===== src/bsc_pkg.sv =====
// Shared constants for the special boundary-scan cells block.
// Assumes a single pclk domain and an APB master with 32-bit data.
`default_nettype none
package bsc_pkg;
	// Chain sizes: observe-only cells and general controllable cells.
	localparam int OBS_W = 8;
	localparam int CTL_W = 13;
	// APB geometry and register byte offsets.
	localparam int ADDR_W = 12;
	localparam logic [ADDR_W-1:0] OFF_CTRL   = 12'h000;
	localparam logic [ADDR_W-1:0] OFF_STATUS = 12'h004;
	localparam logic [ADDR_W-1:0] OFF_CHAIN  = 12'h008;
	localparam logic [ADDR_W-1:0] OFF_LATCH  = 12'h00C;
	// Field positions.
	localparam int CTRL_SCAN_EN = 0;
	localparam int ST_EXTEST    = 0;
	localparam int ST_TCK       = 1;
	localparam int ST_SEL_LSB   = 2;
	localparam logic CTRL_SCAN_EN_RST = 1'b1;
	// Value a scanned clock line reads when its option is unused.
	// Order: external, crystal, external RC, low-frequency, timer.
	localparam int CLK_N = 5;
	localparam logic [CLK_N-1:0] CLK_IDLE_VAL = 5'h04;
	// Synchroniser vector layout: link strobes first, then observed pins.
	localparam int IX_TCK = 0;
	localparam int IX_TDI = 1;
	localparam int IX_CAP = 2;
	localparam int IX_SHF = 3;
	localparam int IX_UPD = 4;
	localparam int IX_EXT = 5;
	localparam int IX_OBS = 6;
	localparam int SYN_W  = IX_OBS + OBS_W;
	// Observe chain positions (bit 0 is nearest the serial output).
	localparam int OB_LVR = 0;
	localparam int OB_HVR = 1;
	localparam int OB_CLK = 2;
	localparam int OB_ADC = 7;
	// Controllable chain positions.
	localparam int CT_ADC_PWR = 12;
	// Bus answer state machine.
	typedef enum logic [1:0] {
		BSC_APB_IDLE = 2'b01,
		BSC_APB_RESP = 2'b10
	} bsc_apb_e;
endpackage
`default_nettype wire


===== src/bsc_special_cells.sv =====
// Boundary-scan cells on reset, oscillator, comparator and converter signals.
// Assumes the test port decoder supplies the data-register phase levels and
// the external-test level on the test clock; all of these are sampled here.
//
// Implementation choices: the register addresses and the APB register port.
`default_nettype none
// Functional notes
// - Observe both reset levels with separate cells.
// - Each external oscillator enable gets controllable cell.
// - Oscillator clock outputs are observed, never driven.
// - Timer oscillator scanned like the main clock.
// - Internal RC oscillator output stays out.
// - Unused clock lines read fixed idle values.
// - Oscillator enables are controllable from the chain.
// - Load-capacitor fuses never come from the chain.
// - Comparator signals each get a controllable cell.
// - Converter boundary signals each get a cell.
// - Converter comparator observed, reads zero when idle.
// - Shift registers move least significant bit first.
// - External test applies latches at update.
module bsc_special_cells import bsc_pkg::*; (
	input  wire logic              pclk,
	input  wire logic              presetn,
	input  wire logic [ADDR_W-1:0] paddr,
	input  wire logic              psel,
	input  wire logic              penable,
	input  wire logic              pwrite,
	input  wire logic [31:0]       pwdata,
	output logic [31:0]            prdata,
	output logic                   pready,
	output logic                   pslverr,
	input  wire logic              tck,
	input  wire logic              tdi,
	input  wire logic              tap_capture_dr,
	input  wire logic              tap_shift_dr,
	input  wire logic              tap_update_dr,
	input  wire logic              extest_active,
	output logic                   tdo,
	input  wire logic              low_volt_reset_obs,
	input  wire logic              high_volt_reset_obs,
	input  wire logic              ext_clock_line,
	input  wire logic              crystal_osc_clock,
	input  wire logic              ext_rc_clock,
	input  wire logic              low_freq_osc_clock,
	input  wire logic              timer_osc_clock,
	input  wire logic              converter_comp_out,
	input  wire logic [CLK_N-1:0]  clk_option_sel,
	input  wire logic              internal_load_cap_fuse,
	output logic                   osc_load_cap_on,
	input  wire logic              func_ext_clock_in_enable,
	input  wire logic              func_crystal_osc_enable,
	input  wire logic              func_ext_rc_osc_enable,
	input  wire logic              func_low_freq_osc_enable,
	input  wire logic              func_timer_osc_enable,
	input  wire logic              func_comparator_off,
	input  wire logic              func_comparator_result,
	input  wire logic              func_comparator_mux_select,
	input  wire logic              func_comparator_bandgap_enable,
	input  wire logic              func_gain_stage_clock,
	input  wire logic              func_gain_path_enable,
	input  wire logic              func_converter_bandgap_neg_enable,
	input  wire logic              func_converter_power_on,
	output logic                   ext_clock_in_enable,
	output logic                   crystal_osc_enable,
	output logic                   ext_rc_osc_enable,
	output logic                   low_freq_osc_enable,
	output logic                   timer_osc_enable,
	output logic                   comparator_off,
	output logic                   comparator_result,
	output logic                   comparator_mux_select,
	output logic                   comparator_bandgap_enable,
	output logic                   gain_stage_clock,
	output logic                   gain_path_enable,
	output logic                   converter_bandgap_neg_enable,
	output logic                   converter_power_on
);
	// Whole state of the block in one record.
	typedef struct packed {
		logic [SYN_W-1:0] sy1;      // First synchroniser stage.
		logic [SYN_W-1:0] sy2;      // Second stage.
		logic [SYN_W-1:0] sy3;      // Third stage.
		logic [SYN_W-1:0] flt;      // Accepted level once stages agree.
		logic             tck_prev; // Previous accepted test clock.
		logic             tdo;      // Serial output, moves on falling edges.
		logic [CTL_W-1:0] ctl_out;  // Driven controllable signals.
		logic             load_cap; // Fuse copy for the oscillator.
		logic             scan_en;  // Software gate on test clock events.
		bsc_apb_e         apb_st;   // Bus answer state.
		logic             pready;   // Bus answer strobe.
		logic             pslverr;  // Unmapped address answer.
		logic [31:0]      prdata;   // Read data.
	} bsc_state_s;
	bsc_state_s st_reg;
	bsc_state_s st_next;

	// Raw asynchronous inputs gathered for the synchroniser.
	logic [SYN_W-1:0] raw_in;
	// Test clock edges seen on pclk.
	logic             tck_rise;
	logic             tck_fall;
	// Data register phase pulses, one pclk cycle each.
	logic             cap_p;
	logic             shf_p;
	logic             upd_p;
	// Functional values and observed values after idle forcing.
	logic [CTL_W-1:0] func_vec;
	logic [OBS_W-1:0] obs_vec;
	// Chain wiring between the two segments.
	logic             obs_ser;
	logic             ctl_ser;
	logic [OBS_W-1:0] obs_chain;
	logic [CTL_W-1:0] ctl_chain;
	logic [CTL_W-1:0] ctl_latch;
	// Read data chosen by address.
	logic [31:0]      rd_data;
	logic             rd_err;

	// Observed pins; the internal RC oscillator has no pin and no cell.
	assign raw_in = {converter_comp_out, timer_osc_clock, low_freq_osc_clock,
		ext_rc_clock, crystal_osc_clock, ext_clock_line, high_volt_reset_obs,
		low_volt_reset_obs, extest_active, tap_update_dr, tap_shift_dr,
		tap_capture_dr, tdi, tck};

	// Oscillator enables and comparator/converter inputs, low bit first.
	assign func_vec = {func_converter_power_on, func_converter_bandgap_neg_enable,
		func_gain_path_enable, func_gain_stage_clock,
		func_comparator_bandgap_enable, func_comparator_mux_select,
		func_comparator_result, func_comparator_off, func_timer_osc_enable,
		func_low_freq_osc_enable, func_ext_rc_osc_enable,
		func_crystal_osc_enable, func_ext_clock_in_enable};

	// Edges are found on the filtered clock, gated by the software enable.
	assign tck_rise = st_reg.scan_en & st_reg.flt[IX_TCK] & ~st_reg.tck_prev;
	assign tck_fall = st_reg.scan_en & ~st_reg.flt[IX_TCK] & st_reg.tck_prev;
	assign cap_p = tck_rise & st_reg.flt[IX_CAP];
	assign shf_p = tck_rise & st_reg.flt[IX_SHF];
	assign upd_p = tck_fall & st_reg.flt[IX_UPD];

	// Builds the observed word; unused clock options read their idle level.
	always_comb begin
		obs_vec = st_reg.flt[IX_OBS +: OBS_W];
		// Both reset levels stay as sampled, one cell each.
		for (int i = 0; i < CLK_N; i++) begin
			if (!clk_option_sel[i]) begin
				obs_vec[OB_CLK + i] = CLK_IDLE_VAL[i];
			end
		end
		// The converter comparator reads low while the converter is off.
		if (!st_reg.ctl_out[CT_ADC_PWR]) begin
			obs_vec[OB_ADC] = 1'b0;
		end
	end

	// Observe-only segment: reset levels, clock lines, converter comparator.
	bsc_obs_chain #(
		.W(OBS_W)
	) u_obs (
		.pclk    (pclk),
		.presetn (presetn),
		.capture (cap_p),
		.shift   (shf_p),
		.ser_in  (st_reg.flt[IX_TDI]),
		.obs_in  (obs_vec),
		.ser_out (obs_ser),
		.chain   (obs_chain)
	);

	// Controllable segment: oscillator enables, comparator, converter.
	bsc_ctl_chain #(
		.W(CTL_W)
	) u_ctl (
		.pclk    (pclk),
		.presetn (presetn),
		.capture (cap_p),
		.shift   (shf_p),
		.update  (upd_p),
		.ser_in  (obs_ser),
		.cap_in  (st_reg.ctl_out),
		.ser_out (ctl_ser),
		.chain   (ctl_chain),
		.latch   (ctl_latch)
	);

	// Read multiplexer; unmapped addresses answer with an error.
	always_comb begin
		rd_data = '0;
		rd_err  = 1'b0;
		if (paddr == OFF_CTRL) begin
			rd_data[CTRL_SCAN_EN] = st_reg.scan_en;
		end else if (paddr == OFF_STATUS) begin
			rd_data[ST_EXTEST] = st_reg.flt[IX_EXT];
			rd_data[ST_TCK] = st_reg.flt[IX_TCK];
			rd_data[ST_SEL_LSB +: CLK_N] = clk_option_sel;
		end else if (paddr == OFF_CHAIN) begin
			rd_data[OBS_W-1:0] = obs_chain;
			rd_data[OBS_W +: CTL_W] = ctl_chain;
		end else if (paddr == OFF_LATCH) begin
			rd_data[CTL_W-1:0] = ctl_latch;
		end else begin
			rd_err = 1'b1;
		end
	end

	// Next-state logic for synchroniser, link edges, outputs and bus.
	always_comb begin
		st_next = st_reg;
		// Three stages; a level is accepted when stages two and three agree.
		st_next.sy1 = raw_in;
		st_next.sy2 = st_reg.sy1;
		st_next.sy3 = st_reg.sy2;
		st_next.flt = (st_reg.sy2 & st_reg.sy3) |
			(st_reg.flt & (st_reg.sy2 | st_reg.sy3));
		st_next.tck_prev = st_reg.flt[IX_TCK];
		// Serial output changes on the falling test clock edge.
		if (tck_fall) begin
			st_next.tdo = ctl_ser;
		end
		// Latches drive only under external test, else functional logic.
		if (st_reg.flt[IX_EXT]) begin
			st_next.ctl_out = ctl_latch;
		end else begin
			st_next.ctl_out = func_vec;
		end
		// The load capacitor follows its fuse only; the chain cannot touch it.
		st_next.load_cap = internal_load_cap_fuse;
		// Bus answer: one wait cycle, write takes effect as pready is sampled.
		case (st_reg.apb_st)
			BSC_APB_IDLE: begin
				if (psel && penable) begin
					st_next.apb_st  = BSC_APB_RESP;
					st_next.pready  = 1'b1;
					st_next.pslverr = rd_err;
					st_next.prdata  = pwrite ? '0 : rd_data;
				end
			end
			BSC_APB_RESP: begin
				if (pwrite && !st_reg.pslverr && paddr == OFF_CTRL) begin
					st_next.scan_en = pwdata[CTRL_SCAN_EN];
				end
				st_next.apb_st  = BSC_APB_IDLE;
				st_next.pready  = 1'b0;
				st_next.pslverr = 1'b0;
			end
			default: begin
				st_next.apb_st = BSC_APB_IDLE;
				st_next.pready = 1'b0;
			end
		endcase
	end

	// Registers the state copy; every field takes a constant at reset.
	always_ff @(posedge pclk or negedge presetn) begin
		if (!presetn) begin
			st_reg          <= '0;
			st_reg.scan_en  <= CTRL_SCAN_EN_RST;
			st_reg.apb_st   <= BSC_APB_IDLE;
		end else begin
			st_reg <= st_next;
		end
	end

	// Outputs come straight from the state record.
	assign prdata  = st_reg.prdata;
	assign pready  = st_reg.pready;
	assign pslverr = st_reg.pslverr;
	assign tdo     = st_reg.tdo;
	assign osc_load_cap_on              = st_reg.load_cap;
	assign ext_clock_in_enable          = st_reg.ctl_out[0];
	assign crystal_osc_enable           = st_reg.ctl_out[1];
	assign ext_rc_osc_enable            = st_reg.ctl_out[2];
	assign low_freq_osc_enable          = st_reg.ctl_out[3];
	assign timer_osc_enable             = st_reg.ctl_out[4];
	assign comparator_off               = st_reg.ctl_out[5];
	assign comparator_result            = st_reg.ctl_out[6];
	assign comparator_mux_select        = st_reg.ctl_out[7];
	assign comparator_bandgap_enable    = st_reg.ctl_out[8];
	assign gain_stage_clock             = st_reg.ctl_out[9];
	assign gain_path_enable             = st_reg.ctl_out[10];
	assign converter_bandgap_neg_enable = st_reg.ctl_out[11];
	assign converter_power_on           = st_reg.ctl_out[12];
endmodule
`default_nettype wire


===== src/bsc_obs_chain.sv =====
// A row of observe-only scan cells forming one shift segment.
// Assumes capture and shift arrive as one-cycle pulses on pclk.
`default_nettype none
module bsc_obs_chain import bsc_pkg::*; #(
	parameter int W = OBS_W
) (
	input  wire logic         pclk,
	input  wire logic         presetn,
	input  wire logic         capture,
	input  wire logic         shift,
	input  wire logic         ser_in,
	input  wire logic [W-1:0] obs_in,
	output logic              ser_out,
	output logic [W-1:0]      chain
);
	// The whole state is the shift register; there is no update latch.
	typedef struct packed {
		logic [W-1:0] sr;
	} bsc_obs_s;
	bsc_obs_s st_reg;
	bsc_obs_s st_next;

	// Capture loads the observed signals, shift moves one place toward bit 0.
	always_comb begin
		st_next = st_reg;
		if (capture) begin
			st_next.sr = obs_in;
		end else if (shift) begin
			st_next.sr = {ser_in, st_reg.sr[W-1:1]};
		end
	end

	// Registers the state copy.
	always_ff @(posedge pclk or negedge presetn) begin
		if (!presetn) begin
			st_reg <= '0;
		end else begin
			st_reg <= st_next;
		end
	end

	// The lowest cell leaves the segment first.
	assign ser_out = st_reg.sr[0];
	assign chain   = st_reg.sr;
endmodule
`default_nettype wire


===== src/bsc_ctl_chain.sv =====
// A row of general controllable scan cells: shift stage plus update latch.
// Assumes capture, shift and update arrive as one-cycle pulses on pclk.
`default_nettype none
module bsc_ctl_chain import bsc_pkg::*; #(
	parameter int W = CTL_W
) (
	input  wire logic         pclk,
	input  wire logic         presetn,
	input  wire logic         capture,
	input  wire logic         shift,
	input  wire logic         update,
	input  wire logic         ser_in,
	input  wire logic [W-1:0] cap_in,
	output logic              ser_out,
	output logic [W-1:0]      chain,
	output logic [W-1:0]      latch
);
	// Shift stage and update latch of every cell.
	typedef struct packed {
		logic [W-1:0] sr;
		logic [W-1:0] lat;
	} bsc_ctl_s;
	bsc_ctl_s st_reg;
	bsc_ctl_s st_next;

	// Capture samples the driven signals; update copies the shift stage.
	always_comb begin
		st_next = st_reg;
		if (capture) begin
			st_next.sr = cap_in;
		end else if (shift) begin
			st_next.sr = {ser_in, st_reg.sr[W-1:1]};
		end
		if (update) begin
			st_next.lat = st_reg.sr;
		end
	end

	// Registers the state copy.
	always_ff @(posedge pclk or negedge presetn) begin
		if (!presetn) begin
			st_reg <= '0;
		end else begin
			st_reg <= st_next;
		end
	end

	assign ser_out = st_reg.sr[0];
	assign chain   = st_reg.sr;
	assign latch   = st_reg.lat;
endmodule
`default_nettype wire


===== config.mk =====
export PLATFORM = sky130hd
export DESIGN_NAME = bsc_special_cells
export DESIGN_NICKNAME = d
export VERILOG_FILES = /design/src/bsc_pkg.sv /design/src/bsc_special_cells.sv /design/src/bsc_obs_chain.sv /design/src/bsc_ctl_chain.sv
export SDC_FILE = /design/constraint.sdc
export NUM_CORES = 1
export LEC_CHECK = 0
export BUFFER_PORTS_ARGS = -buffer_cell sky130_fd_sc_hd__buf_2
export CORE_MARGIN = 2
export CORE_UTILIZATION = 57
export CTS_CLUSTER_DIAMETER = 120
export DETAILED_ROUTE_END_ITERATION = 7
export GPL_TIMING_DRIVEN = 1
export PLACE_DENSITY_LB_ADDON = 0.25
export SYNTH_ARGS = -nofsm -noshare
export SYNTH_HDL_FRONTEND = slang
export SYNTH_HIERARCHICAL = 1
export SYNTH_SLANG_ARGS = --single-unit

===== constraint.sdc =====
create_clock -name pclk -period 3.7 [get_ports pclk]
set_input_delay 0.37 -clock pclk [delete_from_list [all_inputs] [get_ports pclk]]
set_output_delay 0.37 -clock pclk [all_outputs]
set_load 0.02 [all_outputs]

==> impl_metrics.ini, run 1 <==
[power]
ir_drop_mv = 0.371
p_leak_nw = 2.95
cellPowerDensity_nw_per_um2 = 572

[job]
maxCapViolations = 0

[worst_setup_path]
worstSetupPathType = flip-flop to flip-flop
cp.required_ps = 4150
critical-path-slowest-cell = nor4_4
endpoint_kind = flip-flop
critPathArrivalTime_ps = 2630
cp_max_fo = 28
start_kind = flip-flop
slowest_delay_ps = 730
path_cells = nand4b_2 -> nor4_4 -> a22o_1

[sta]
setup_viol = 0
grt_setup_unrepaired = no
worst_hold_slack_ps = -8.26
setup_slack_ps = 1520
fin_skew_ps = 6.23
slew_headroom_pct = 36.3
period_needed_ps = 2180
max_freq_ghz = 0.459
fin_crit_sh_pct = 58.8
hold_viol = 3
setup_tns_ps = 0
max_slew.worst_pin.slew_ps = 955
drv_slew = 0

[routing]
drc = 0
drt-initial-drc-count = 132
routed_wl_um = 9660
ant_nets = 0
via_per_inst = 5.32
dr.pass1.iters = 5
vias = 3084
avgRoutedWirePerCell_um = 16.6

[floorplan]
start_util_pct = 58.9
coreArea_um2 = 8720
die_area_um2 = 9790
fp-row-count = 34
ios = 131
die_w_um = 99.0
die_h_um = 99.0

[global_route]
first_global_vias = 3150
antenna_found_initial = 0
grt_pass1_wl_um = 15800
track_usage_pct = 21.4
grt-ovfl-total = 0
grt_start_max_net_pins = 78

[clocking]
cts_buffers = 17
cts_tree = yes
clock_path_buffers = 2
cts_resized = 0
clk_pin_slew_worst_paths_ps = 60
clock_latency_ps = 520
clkSinkCount = 131
cts-root-buf = clkbuf_8
cts_max_level = 4

[layout]
final_cells = 580
diodes = 0
finalNetCount = 541
area_delta_synth_final_pct = 21.6
fill_cells = 570
final_layout_size_suffix_gt1_share_pct = 33.9

[synth]
synthCells = 372
ys_warn_count = 6
syn_area_per_cell_um2 = 13.8
netlist_area_um2 = 5140
yosys.area_share.simple_pct = 7.48
synth_top_family_by_area = multiplexers
ys_ff_latch = 131
synth_mux_area_share_pct = 11.8
synthAdderAreaFrac_pct = 2.73
synth-compound-area-share_pct = 6.89
synth.distinct_cells = 34
synth_seq_area_share_pct = 63.8
synth_xor_xnor_area_share_pct = 0

[status]
violations = negative hold slack
status = finished with violations

[placement]
numPortBuffers = 88
gp_congestion = 0.832
place_ws_ps = 1510
dp_hpwl_um = 6300
dp.cells = 533

[hold_path]
min_path_type = input pin to async pin
[final timing paths]
check / from / end / slack [ps] / cells past startpoint
min in group pclk: func_comparator_bandgap_enable / comparator_bandgap_enable / 80 / 2
worst min-delay path: presetn / st_next[89] / -8 / 1
max in group asynchronous: presetn / u_ctl/latch[4] / 2920 / 2
worst max-delay path: st_reg[34] / prdata[13] / 1520 / 3
worst max register to register: st_reg[34] / prdata[13] / 1520 / 3
worst min register to register: st_next[83] / st_next[69] / 340 / 0
[cell usage in the layout, fill, tap and decap left out, types with 2 or more instances in the layout]
cell	n
dfrtp_1	129
buf_2	87
nand2_1	29
mux2_2	28
mux2i_1	27
o21ai_1	24
clkbuf_16	16
dlygate4sd3_1	15
maj3_1	14
nor2_1	14
conb_1	11
a22o_1	9
and2_1	6
a21o_1	6
a21oi_1	6
a32o_1	6
bufinv_16	6
o21ai_0	4
nand2b_1	3
nor4_4	3
clkbuf_8	3
buf_4	3
and4b_1	2
inv_1	2
clkinvlp_4	2
clkinv_4	2
dfstp_2	2
[kinds of logic after synthesis]
group           Yosys count
flops                   131
buf+inv                  50
simple gates             65
other cells               1
compound gates           55
mux                      56
fa+ha+maj                14
[critical path, delay by kind of cell (launching register included)]
kind | cells | cell delay [ps]
and+or+nand+nor | 2 | 1350
DFF | 1 | 530
AOI/OAI and AO/OA | 1 | 230
[report_power, final]
part | total [mW] | internal, mW | switching [mW] | leakage [nW]
Combinational | 0.178 | 0.0753 | 0.102 | 0.986
Clock | 1.87 | 1.27 | 0.605 | 0.322
Sequential | 1.52 | 1.49 | 0.0355 | 1.65
Total | 3.58 | 2.83 | 0.743 | 2.95
[area by class of cell]
cell class              instances  area (um2)  share of cell area [%]
inverters                       2        7.51                   0.120
clock buffers                  20         445                    7.13
flip-flops and latches        131        3280                    52.5
multi-input cells             201        1530                    24.4
clock inverters                12         226                    3.62
well taps                     108         135                    2.16
repair buffers                106         628                    10.0
[synth_stat cells, drive strengths merged]
cell	count	area share, %
dfstp	2	1.0
nand3	2	0.44
a32o	6	1.2
mux4	1	0.44
a21oi	6	0.58
nand2	29	2.1
nand4b	2	0.46
nor4	3	1.2
clkbuf	3	0.22
dfrtp	129	63
nor2	14	1.0
maj3	14	2.7
nor3	2	0.29
mux2	28	6.1
buf	45	6.8
a21o	6	0.88
and2	6	0.73
mux2i	27	5.3
a22o	9	1.5
nand2b	3	0.37
conb	1	0.073
or4b	1	0.19
and4b	2	0.39
o21ai	28	2.7
or3	1	0.22
inv	2	0.15
[through the flow]
step / utilization (%) / area [um2] / power, mW
2_1_floorplan: - / 5180 / 1.63
3_3_place_gp: 62.3 / 5430 / 1.71
3_5_place_dp: 62.3 / 5430 / 1.72
4_1_cts: 71.7 / 6250 / 3.60
5_1_grt: 71.7 / 6250 / 3.70
6_report: 71.7 / 6250 / 3.58
[metal layers]
metal	global-route usage [%]	wire, um
met1	28.0	4080
met2	34.3	4830
met3	7.45	649
met4	6.64	97
met5	0	0
[repair_timing]
item                                   in CTS  in global routing
setup buffers                               0                  0
endpoints found under the hold margin      15                  0
hold buffers                               15                  0
Note: power is estimated with default switching activity, not from simulation.
==> run 2, diff against run 1 <==
- CORE_UTILIZATION: 57 -> 47
- clock period: 3.7 -> 2 ns (I/O delays scaled with it)
==> run 2 against run 1 <==
The flow now finishes without violations. Non-clock buffer count grew 23. Via count grew 0.68%. Utilization fell by 12 points. First-iteration DRC count grew 4.5%. Largest cell class unchanged.
==> impl_metrics.ini, run 2 (synthesized netlist as in run 1, its figures left out) <==
[worst_setup_path]
slowest_delay_ps = 570
path_cells = nand2_1 -> nor2_1 -> and2_1 -> buf_4 -> mux2_2
critical-path-slowest-cell = dfstp_2
worstSetupPathType = flip-flop to flip-flop
reg2reg_depth = 5
endpoint_kind = flip-flop
startpoint = st_reg[36]
start_kind = flip-flop
cp.required_ps = 2390
cp_max_fo = 13
critPathArrivalTime_ps = 1990
r2r-start = st_reg[36]

[layout]
mostFrequentLayoutCells = 129 x dfrtp_1, 87 x buf_2, 31 x dlygate4sd3_1, 29 x nand2_1, 28 x mux2_2
final_common_cell = dfrtp_1
area_delta_synth_final_pct = 25.2
finalNetCount = 564
fill_cells = 863
postLayoutCoreUtil_pct = 59.9
final_layout_size_suffix_gt1_share_pct = 33.8
diodes = 0
final_cells = 634

[hold_path]
hp-start = clk_option_sel[4]
min_path_cells = 4
min_path_type = input pin to flip-flop

[sta]
setup_viol = 0
setup_slack_ps = 405
grt_setup_unrepaired = no
slew_headroom_pct = 60.7
setup_tns_ps = 0
hold_viol = 0
drv_slew = 0
period_needed_ps = 1600
max_freq_ghz = 0.627
max_slew.worst_pin.slew_ps = 589
fin_skew_ps = 9.30
fin_crit_sh_pct = 79.8

[power]
netSwitchingFraction_pct = 22.6
seq_power_share_pct = 45.8
cellPowerDensity_nw_per_um2 = 955
clockPowerShare_pct = 48.2
p_sw_mw = 1.39
internal_power_mw = 4.75
p_leak_nw = 3.02
finalPower_mw = 6.14
ir_drop_mv = 0.474
p_comb_share_pct = 6.0

[job]
maxCapViolations = 0

[global_route]
grt_pass1_wl_um = 16000
gr-usage-met1_pct = 23.1
grt-ovfl-total = 0
grt_util_met3_pct = 5.49
met2_usage_pct = 29.7
antenna_found_initial = 0
grt.busiest_layer = met2
grt_start_max_net_pins = 48
first_global_vias = 3199
track_usage_pct = 18.1

[placement]
dp_hpwl_um = 6600
gp_congestion = 0.776
place_ws_ps = 345
dp.cells = 572
numPortBuffers = 88

[clocking]
cts_tree = yes
clk_pin_slew_worst_paths_ps = 60
clock_path_buffers = 2
cts_max_level = 4
cts-root-buf = clkbuf_8
clkSinkCount = 131
cts_buffers = 17
clock_latency_ps = 510

[floorplan]
start_util_pct = 47.8
die_w_um = 109
fp-row-count = 38
ios = 131
coreArea_um2 = 10700
die_area_um2 = 11800
die_h_um = 109

[status]
status = complete, no violations

[routing]
ant_nets = 0
drc = 0
drt-initial-drc-count = 138
via_per_inst = 4.90
dr.pass1.iters = 4
vias = 3105
routed_wl_um = 9850
avgRoutedWirePerCell_um = 15.5
run 2: per-layer routing:
layer / vias up / part of all wire (%)
met3: 11 / 5.1
li1: 1474 / -
met2: 77 / 49
met1: 1543 / 45
met5: - / 0
met4: 0 / 1.2
run 2: worst paths after layout:
path	to	slack [ps]
setup / recovery	u_ctl/latch[6]	400
max in group asynchronous	comparator_result	1100
min in group asynchronous	pslverr	230
hold / removal	u_obs/chain[6]	40
hold reg to reg	st_next[76]	350
setup reg to reg	u_ctl/latch[6]	400
run 2: area by class of cell:
cell class	count	area, um2	area share (%)
inverter	2	7.51	0.117
timing repair buffer	129	866	13.5
tap	140	175	2.72
multi-input combinational	201	1530	23.8
clock buffer	19	442	6.87
clock inverter	12	133	2.06
sequential	131	3280	51.0
run 2: power by group through the flow:
| stage | sequential [mW] | combinational [mW] | clock (mW) |
|---|---|---|---|
| after floorplan | 2.87 | 0.146 | 0 |
| after global placement | 2.86 | 0.321 | 0 |
| after detailed placement | 2.86 | 0.328 | 0 |
| after CTS | 2.82 | 0.375 | 3.01 |
| after global routing | 2.83 | 0.406 | 3.13 |
| final | 2.81 | 0.368 | 2.96 |
run 2: repair_timing:
item,CTS,global route
hold buffers,31,0
gates resized for setup,0,0
setup buffers,0,0
hold endpoints to repair,70,0
run 2: per-stage QoR:
step	hold WS [ps]	area, um2
2_1_floorplan	-95.6	5180
3_3_place_gp	232	5550
3_5_place_dp	236	5550
4_1_cts	20.4	6430
5_1_grt	39.6	6430
6_report	35.8	6430
run 2: critical path, delay by kind of cell, from the launching register on:
kind	cells	cell delay, ps
flops	1	570
buf+inv	1	220
simple gates	3	320
mux	1	360
